## config.mk

```make
export PLATFORM = sky130hd
export DESIGN_NAME = sysopt_regs
export DESIGN_NICKNAME = d
export VERILOG_FILES = /design/src/sysopt_pkg.sv /design/src/sysopt_regs.sv
export VERILOG_INCLUDE_DIRS = /design/src
export SDC_FILE = /design/constraint.sdc
export NUM_CORES = 1
export LEC_CHECK = 0
export ABC_AREA = 0
export ABC_CLOCK_PERIOD_IN_PS = 1800
export BUFFER_PORTS_ARGS = -buffer_cell sky130_fd_sc_hd__clkbuf_2
export CORE_ASPECT_RATIO = 1.25
export CORE_MARGIN = 2
export CORE_UTILIZATION = 48
export CTS_BUF_LIST = sky130_fd_sc_hd__clkbuf_8
export CTS_CLUSTER_SIZE = 20
export DETAILED_ROUTE_END_ITERATION = 16
export PLACE_DENSITY = 0.88
export SYNTH_ARGS = -nofsm -noshare
export SYNTH_HDL_FRONTEND = slang
export SYNTH_SLANG_ARGS = --single-unit
```

## constraint.sdc

```tcl
create_clock -name clk -period 1.8 [get_ports clk]
set_input_delay 0.54 -clock clk [delete_from_list [all_inputs] [get_ports clk]]
set_output_delay 0.54 -clock clk [all_outputs]
set_load 0.005 [all_outputs]
```

## src/sysopt_params.svh

```systemverilog
/*
 * Constants of the system option and part identification register bank.
 * Assumes inclusion by bare name from the package and the design module.
 */
// Notes on behaviour
// First options register: only first write honoured
// First options register readable at any time
// Software must write it during initialisation
// Bit 7 enables watchdog; timeout forces reset
// Bit 6 selects short or long timeout
// Bit 5 permits stop; else illegal-opcode reset
// Bit 1 gives debug pin its debug function
// Any reset restores debug pin function
// Bit 0 gives reset pin reset function
// Reset pin restored only by power-on/low-voltage
// Reset pin enable turns on pull-up
// Second register bit 7: write-once watchdog clock
// Bit 2 routes serial peripheral pins
// Bit 1 routes two-wire bus pins
// Bit 0 feeds comparator into second timer capture
// Twelve-bit part number over two registers
// High identification bits 7:4 reserved
// Routing bits of second register freely writable
`ifndef SYSOPT_PARAMS_SVH
`define SYSOPT_PARAMS_SVH

// ----------------------------------------------------------------
// Register byte offsets
// ----------------------------------------------------------------
`define SYSOPT_OFF_OPT_ONE 4'h0
`define SYSOPT_OFF_OPT_TWO 4'h4
`define SYSOPT_OFF_ID_HIGH 4'h8
`define SYSOPT_OFF_ID_LOW 4'hc

// ----------------------------------------------------------------
// Field positions
// ----------------------------------------------------------------
`define SYSOPT_B1_WDOG_EN 7
`define SYSOPT_B1_WDOG_LONG 6
`define SYSOPT_B1_STOP_PERMIT 5
`define SYSOPT_B1_DEBUG_PIN 1
`define SYSOPT_B1_RESET_PIN 0
`define SYSOPT_B2_WDOG_CLK 7
`define SYSOPT_B2_SPI_SEL 2
`define SYSOPT_B2_TWI_SEL 1
`define SYSOPT_B2_CMP_CAP 0

// ----------------------------------------------------------------
// Reset values
// ----------------------------------------------------------------
`define SYSOPT_RST_OPT_ONE 8'he3
`define SYSOPT_RST_OPT_TWO 8'h00
// Part number, arbitrary neutral value
`define SYSOPT_PART_NUMBER 12'h5a1

// ----------------------------------------------------------------
// Bus answers
// ----------------------------------------------------------------
`define SYSOPT_RESP_OKAY 2'b00
`define SYSOPT_RESP_SLVERR 2'b10

`endif

```

## src/sysopt_pkg.sv

```systemverilog
/*
 * Types of the system option register bank.
 * Assumes the constants header is on the include path.
 */
package sysopt_pkg;
    `include "sysopt_params.svh"

    // Bus slave states, one-hot
    typedef enum logic [2:0] {
        SYSOPT_IDLE = 3'b001,
        SYSOPT_WRESP = 3'b010,
        SYSOPT_RDATA = 3'b100
    } sysopt_state_t;

    // Decoded option outputs
    typedef struct packed {
        logic watchdog_enable;
        logic watchdog_long_timeout;
        logic watchdog_clock_select;
        logic stop_permit;
        logic debug_pin_enable;
        logic reset_pin_enable;
        logic reset_pin_pullup;
        logic serial_periph_pin_select;
        logic two_wire_pin_select;
        logic comparator_to_capture;
    } sysopt_ctrl_t;

    // Whole module state
    typedef struct packed {
        sysopt_state_t wstate;
        sysopt_state_t rstate;
        logic aw_got;
        logic w_got;
        logic [3:0] waddr;
        logic [31:0] wdata;
        logic [3:0] wstrb;
        logic [1:0] bresp;
        logic [31:0] rdata;
        logic [1:0] rresp;
        logic one_locked;
        logic two_locked;
        logic [7:0] opt_one;
        logic [7:0] opt_two;
    } sysopt_state_struct_t;
endpackage : sysopt_pkg

```

## src/sysopt_regs.sv

```systemverilog
/*
 * System option and part identification register bank on AXI4-Lite.
 * Assumes one 50 MHz clock; rst_n is the power-on/low-voltage reset,
 * other_reset_n a synchronous pulse for all other reset sources.
 */
`timescale 1ns/1ps
`include "sysopt_params.svh"

module sysopt_regs
    import sysopt_pkg::*;
(
    input wire logic clk,
    input wire logic rst_n,
    input wire logic other_reset_n,
    input wire logic [3:0] s_axi_awaddr,
    input wire logic s_axi_awvalid,
    output logic s_axi_awready,
    input wire logic [31:0] s_axi_wdata,
    input wire logic [3:0] s_axi_wstrb,
    input wire logic s_axi_wvalid,
    output logic s_axi_wready,
    output logic [1:0] s_axi_bresp,
    output logic s_axi_bvalid,
    input wire logic s_axi_bready,
    input wire logic [3:0] s_axi_araddr,
    input wire logic s_axi_arvalid,
    output logic s_axi_arready,
    output logic [31:0] s_axi_rdata,
    output logic [1:0] s_axi_rresp,
    output logic s_axi_rvalid,
    input wire logic s_axi_rready,
    input wire logic stop_executed,
    output logic illegal_stop_reset,
    output sysopt_ctrl_t ctrl
);

    // ----------------------------------------------------------------
    // State
    // ----------------------------------------------------------------
    sysopt_state_struct_t st_reg; // Registered state
    sysopt_state_struct_t st_next; // Next state
    logic wr_fire; // Both write halves held
    logic [7:0] wbyte; // Low byte of write data
    // Typed copies of header constants, since a bare literal cannot be sliced
    localparam logic [7:0] RST_ONE = `SYSOPT_RST_OPT_ONE; // Reset value of first options byte
    localparam logic [11:0] PART_NUM = `SYSOPT_PART_NUMBER; // Part number, both halves

    assign wr_fire = st_reg.aw_got && st_reg.w_got;
    assign wbyte = st_reg.wdata[7:0];

    // ----------------------------------------------------------------
    // Next-state logic
    // ----------------------------------------------------------------
    always_comb begin
        st_next = st_reg;
        // Write address and data may arrive in either order
        if (st_reg.wstate == SYSOPT_IDLE) begin
            if (s_axi_awvalid && !st_reg.aw_got) begin
                st_next.aw_got = 1'b1;
                st_next.waddr = s_axi_awaddr;
            end
            if (s_axi_wvalid && !st_reg.w_got) begin
                st_next.w_got = 1'b1;
                st_next.wdata = s_axi_wdata;
                st_next.wstrb = s_axi_wstrb;
            end
        end
        case (st_reg.wstate)
            SYSOPT_IDLE: begin
                if (wr_fire) begin
                    st_next.bresp = `SYSOPT_RESP_OKAY;
                    case (st_reg.waddr)
                        `SYSOPT_OFF_OPT_ONE: begin
                            // Lock is used up by the first write, even with no byte lane
                            if (!st_reg.one_locked) begin
                                st_next.one_locked = 1'b1;
                                if (st_reg.wstrb[0]) begin
                                    st_next.opt_one = wbyte;
                                end
                            end
                        end
                        `SYSOPT_OFF_OPT_TWO: begin
                            if (st_reg.wstrb[0]) begin
                                // Routing bits always writable
                                st_next.opt_two[`SYSOPT_B2_SPI_SEL] = wbyte[`SYSOPT_B2_SPI_SEL];
                                st_next.opt_two[`SYSOPT_B2_TWI_SEL] = wbyte[`SYSOPT_B2_TWI_SEL];
                                st_next.opt_two[`SYSOPT_B2_CMP_CAP] = wbyte[`SYSOPT_B2_CMP_CAP];
                            end
                            // Clock select only on the first write
                            if (!st_reg.two_locked) begin
                                st_next.two_locked = 1'b1;
                                if (st_reg.wstrb[0]) begin
                                    st_next.opt_two[`SYSOPT_B2_WDOG_CLK] = wbyte[`SYSOPT_B2_WDOG_CLK];
                                end
                            end
                        end
                        // Identification writes have no effect
                        `SYSOPT_OFF_ID_HIGH, `SYSOPT_OFF_ID_LOW: begin
                            st_next.bresp = `SYSOPT_RESP_OKAY;
                        end
                        default: begin
                            st_next.bresp = `SYSOPT_RESP_SLVERR;
                        end
                    endcase
                    st_next.aw_got = 1'b0;
                    st_next.w_got = 1'b0;
                    st_next.wstate = SYSOPT_WRESP;
                end
            end
            SYSOPT_WRESP: begin
                // Response stands until taken
                if (s_axi_bready) begin
                    st_next.wstate = SYSOPT_IDLE;
                end
            end
            default: begin
                st_next.wstate = SYSOPT_IDLE;
            end
        endcase
        // Read channel
        case (st_reg.rstate)
            SYSOPT_IDLE: begin
                if (s_axi_arvalid) begin
                    st_next.rresp = `SYSOPT_RESP_OKAY;
                    st_next.rstate = SYSOPT_RDATA;
                    case (s_axi_araddr)
                        // Readable whether locked or not
                        `SYSOPT_OFF_OPT_ONE: st_next.rdata = {24'h000000, st_reg.opt_one};
                        `SYSOPT_OFF_OPT_TWO: st_next.rdata = {24'h000000, st_reg.opt_two};
                        // Reserved upper nibble reads as zero
                        `SYSOPT_OFF_ID_HIGH: st_next.rdata = {28'h0000000, PART_NUM[11:8]};
                        `SYSOPT_OFF_ID_LOW: st_next.rdata = {24'h000000, PART_NUM[7:0]};
                        default: begin
                            st_next.rdata = 32'h00000000;
                            st_next.rresp = `SYSOPT_RESP_SLVERR;
                        end
                    endcase
                end
            end
            SYSOPT_RDATA: begin
                if (s_axi_rready) begin
                    st_next.rstate = SYSOPT_IDLE;
                end
            end
            default: begin
                st_next.rstate = SYSOPT_IDLE;
            end
        endcase
        // Non-power resets: locks reopen, debug pin restored, reset pin kept
        if (!other_reset_n) begin
            st_next = st_reg;
            st_next.wstate = SYSOPT_IDLE;
            st_next.rstate = SYSOPT_IDLE;
            st_next.aw_got = 1'b0;
            st_next.w_got = 1'b0;
            st_next.one_locked = 1'b0;
            st_next.two_locked = 1'b0;
            st_next.opt_one = {RST_ONE[7:1], st_reg.opt_one[`SYSOPT_B1_RESET_PIN]};
            st_next.opt_two = `SYSOPT_RST_OPT_TWO;
        end
    end

    // ----------------------------------------------------------------
    // State register; power-on reset restores everything
    // ----------------------------------------------------------------
    always_ff @(posedge clk or negedge rst_n) begin
        if (!rst_n) begin
            st_reg <= '{wstate: SYSOPT_IDLE, rstate: SYSOPT_IDLE, aw_got: 1'b0, w_got: 1'b0,
                        waddr: 4'h0, wdata: 32'h00000000, wstrb: 4'h0, bresp: 2'b00,
                        rdata: 32'h00000000, rresp: 2'b00, one_locked: 1'b0, two_locked: 1'b0,
                        opt_one: `SYSOPT_RST_OPT_ONE, opt_two: `SYSOPT_RST_OPT_TWO};
        end else begin
            st_reg <= st_next;
        end
    end

    // ----------------------------------------------------------------
    // Bus outputs
    // ----------------------------------------------------------------
    assign s_axi_awready = (st_reg.wstate == SYSOPT_IDLE) && !st_reg.aw_got;
    assign s_axi_wready = (st_reg.wstate == SYSOPT_IDLE) && !st_reg.w_got;
    assign s_axi_bvalid = (st_reg.wstate == SYSOPT_WRESP);
    assign s_axi_bresp = st_reg.bresp;
    assign s_axi_arready = (st_reg.rstate == SYSOPT_IDLE);
    assign s_axi_rvalid = (st_reg.rstate == SYSOPT_RDATA);
    assign s_axi_rdata = st_reg.rdata;
    assign s_axi_rresp = st_reg.rresp;

    // ----------------------------------------------------------------
    // Option outputs
    // ----------------------------------------------------------------
    assign ctrl.watchdog_enable = st_reg.opt_one[`SYSOPT_B1_WDOG_EN];
    assign ctrl.watchdog_long_timeout = st_reg.opt_one[`SYSOPT_B1_WDOG_LONG];
    assign ctrl.watchdog_clock_select = st_reg.opt_two[`SYSOPT_B2_WDOG_CLK];
    assign ctrl.stop_permit = st_reg.opt_one[`SYSOPT_B1_STOP_PERMIT];
    assign ctrl.debug_pin_enable = st_reg.opt_one[`SYSOPT_B1_DEBUG_PIN];
    assign ctrl.reset_pin_enable = st_reg.opt_one[`SYSOPT_B1_RESET_PIN];
    assign ctrl.reset_pin_pullup = st_reg.opt_one[`SYSOPT_B1_RESET_PIN];
    assign ctrl.serial_periph_pin_select = st_reg.opt_two[`SYSOPT_B2_SPI_SEL];
    assign ctrl.two_wire_pin_select = st_reg.opt_two[`SYSOPT_B2_TWI_SEL];
    assign ctrl.comparator_to_capture = st_reg.opt_two[`SYSOPT_B2_CMP_CAP];
    // Stop with stop not permitted is an illegal opcode
    assign illegal_stop_reset = stop_executed && !st_reg.opt_one[`SYSOPT_B1_STOP_PERMIT];

endmodule : sysopt_regs

```

==> flow_summary.json <==
{
  "status": "completed",
  "met2WireLength_um": 2150,
  "initial_core_util_pct": 50.6,
  "crit_buf_inv": 1,
  "numCtsBuffers": 5,
  "stdcell_count": 309,
  "p_switching_mw": 0.576,
  "avgSynthCellArea_um2": 10.6,
  "place_congestion": 0.768,
  "ir_drop_v": 0.000465,
  "r2r_start": "st_reg[91]$_DFFE_PN0P_",
  "powerDensity_nw_per_um2": 857,
  "antenna_found_initial": 0,
  "crit_required_ns": 1.26,
  "routed-wl-met3_um": 282,
  "period_share_pct": 95.5,
  "crit_arrival_ns": 1.18,
  "drt-total-wl_um": 4050,
  "cts_max_level": 2,
  "grt_max_degree": 28,
  "whs_ns": 0.186,
  "dpl.hpwl_um": 3170,
  "drt_iter0_drc": 68,
  "reg2reg_to": "ctrl[9]$_DFFE_PN1P_",
  "drc_errors": 0,
  "globalRouteOverflowTotal": 0,
  "start_kind": "flip-flop",
  "synthCells": 212,
  "synthTopCellsByCount": "buf_4 (46), dfrtp_1 (36), nand2_1 (20), mux2_2 (13), a21oi_1 (9)",
  "yosysTopAreaCell": "dfrtp_1",
  "end_kind": "output pin",
  "worst-setup-path-type": "flip-flop to output pin",
  "top_layer": "met4",
  "comb_power_share_pct": 16.5,
  "die-area_um2": 5270,
  "post_cts_buffers": 0,
  "clk_latency_ns": 0.29,
  "yosysWarnings": 0,
  "viasPerCell": 5.01,
  "drive_above_1_share_pct": 37.5,
  "wirelength_met1_um": 1530,
  "yosys_register_bits": 43,
  "p_int_mw": 1.56,
  "chipWidth_um": 65.3,
  "boundaryPins": 105,
  "synth_most_common_cell": "buf_4",
  "numPortBuffers": 51,
  "postSynth.asyncResetShare_pct": 100,
  "max_freq_ghz": 0.582,
  "cts_tree": "built",
  "clkPwrFrac_pct": 28.7,
  "hold_path_class": "primary input to asynchronous set/reset pin",
  "vias": 1548,
  "rrSetupSlack_ns": 0.17,
  "root_buffer": "clkbuf_8",
  "rsz0062_at_grt": "false",
  "grtUsageTotal_pct": 16.8,
  "pwr-share-seq_pct": 54.8,
  "clock-skew-final_ns": 0.00730,
  "slowest_delay_ns": 0.60,
  "fin_tns_setup_ns": 0,
  "clk_pin_slew_worst_paths_ns": 0.07,
  "cap_violations": 0,
  "ys_types": 38,
  "setup_viol": 0,
  "routedWlPerCell_um": 13.1,
  "synth_edf_count": 0,
  "yosysSeqAreaShare_pct": 48.1,
  "ant_nets": 0,
  "finalHoldViolCount": 0,
  "dp_cells": 301,
  "ys.flop_type": "dfrtp_1",
  "netlist_area_um2": 2260,
  "rr_worst_depth": 3,
  "grt_pass1_vias": 1429,
  "clock_path_buffers": 2,
  "cp_slowest_cell": "dfstp_2",
  "crit_cells": 3,
  "critical_path.top_delay_family": "flip-flops",
  "syn_to_final_growth_pct": 10.3,
  "period_needed_ns": 1.72,
  "leakagePower_nw": 1.22,
  "critPathMaxFanout": 6,
  "nNetsFinal": 303,
  "num_rows": 27,
  "core_um2": 4460,
  "firstDrtPassIters": 4,
  "switching_share_pct": 27.0,
  "largest_reg_flops": 24,
  "finalMaxSlewViolations": 0,
  "num_antenna_cells": 0,
  "die_h_um": 80.6,
  "grt_pass1_wl_um": 6590,
  "cts_sinks": 43,
  "synthTopCellsByArea": "dfrtp_1 (40%), buf_4 (15%), dfstp_2 (8.2%), mux2_2 (6.5%), mux2i_1 (3.5%)",
  "path_cells": "nand2b_4, nor2_2, clkbuf_2",
  "synth_top_cell_area_share_pct": 39.9
}
area by class of cell:
cell class	instances	area [µm²]
timing repair buffer	58	333
tap	58	72.6
inverter	3	11.3
multi-input combinational	139	896
clock inverter	2	8.76
fill	421	1970
clock buffer	6	82.6
sequential	43	1080
cell usage in the layout (no fill, tap or decap), types with 2 or more instances in the layout:
| master | count |
|---|---|
| a21oi_1 | 9 |
| conb_1 | 26 |
| a31oi_1 | 5 |
| dfrtp_1 | 36 |
| nand4b_1 | 3 |
| nand2b_1 | 2 |
| nor2_1 | 6 |
| buf_4 | 5 |
| nand2_1 | 20 |
| nand3_1 | 2 |
| buf_12 | 2 |
| mux2_2 | 13 |
| o21ai_1 | 6 |
| clkbuf_8 | 6 |
| nor4_1 | 4 |
| mux2i_1 | 8 |
| a32o_1 | 3 |
| nor2b_1 | 7 |
| and2_1 | 2 |
| inv_1 | 4 |
| nor2_2 | 2 |
| o21ai_0 | 2 |
| nor3_4 | 2 |
| clkbuf_2 | 51 |
| nor3_1 | 2 |
| dfstp_2 | 7 |
worst reg2reg max path: stages, from the launching register on:
cell and delay [ns]:
dfrtp_1 0.43, or4_4 0.61, nor4_1 0.37, o21ai_1 0.15
worst max path at each step:
stage	to	startpoint	slack (ns)
floorplan	st_reg[54]$_DFFE_PN0P_	other_reset_n	0.24
global placement	st_reg[90]$_DFFE_PN0P_	other_reset_n	0.22
CTS	s_axi_wready	st_reg[99]$_DFFE_PN1P_	0.06
detailed placement	st_reg[11]$_DFFE_PN0P_	st_reg[91]$_DFFE_PN0P_	0.20
global route	s_axi_wready	st_reg[99]$_DFFE_PN1P_	0.02
finish	s_axi_awready	st_reg[99]$_DFFE_PN1P_	0.08
cells by family after synthesis:
| group | count (synthesis) | share of synthesized area, % |
|---|---|---|
| other cells | 1 | 0.166 |
| mux | 22 | 10.5 |
| buf+inv | 55 | 16.9 |
| flops | 43 | 48.1 |
| simple gates | 62 | 16.4 |
| compound gates | 29 | 7.88 |
metrics by stage:
stage	total power [mW]	worst slack, ns	cell area (µm²)	utilization [%]
6_report	2.13	0.0816	2490	55.8
5_1_grt	2.26	0.0191	2490	55.8
4_1_cts	2.16	0.0626	2480	55.7
3_5_place_dp	1.54	0.200	2380	53.5
3_3_place_gp	1.52	0.217	2380	53.5
2_1_floorplan	1.46	0.243	2350	-
metal layers:
metal / GRT usage, % / vias up
met5: 0 / -
met4: 7.08 / 0
met3: 4.62 / 10
met2: 28.9 / 71
met1: 19.4 / 731
li1: - / 736
power by group through the flow:
stage	registers, mW	logic, mW	clock network, mW
floorplan	1.16	0.299	0
global placement	1.18	0.339	0
detailed placement	1.18	0.353	0
CTS	1.17	0.355	0.634
global route	1.18	0.399	0.678
finish	1.17	0.351	0.613
what timing repair did:
| action | in CTS | in global routing |
|---|---|---|
| cloned | 0 | 0 |
| hold buffers | 0 | 0 |
| gates resized for setup | 1 | 2 |
| setup endpoints to repair | 2 | 1 |
Note: power is estimated with default switching activity, not from simulation.
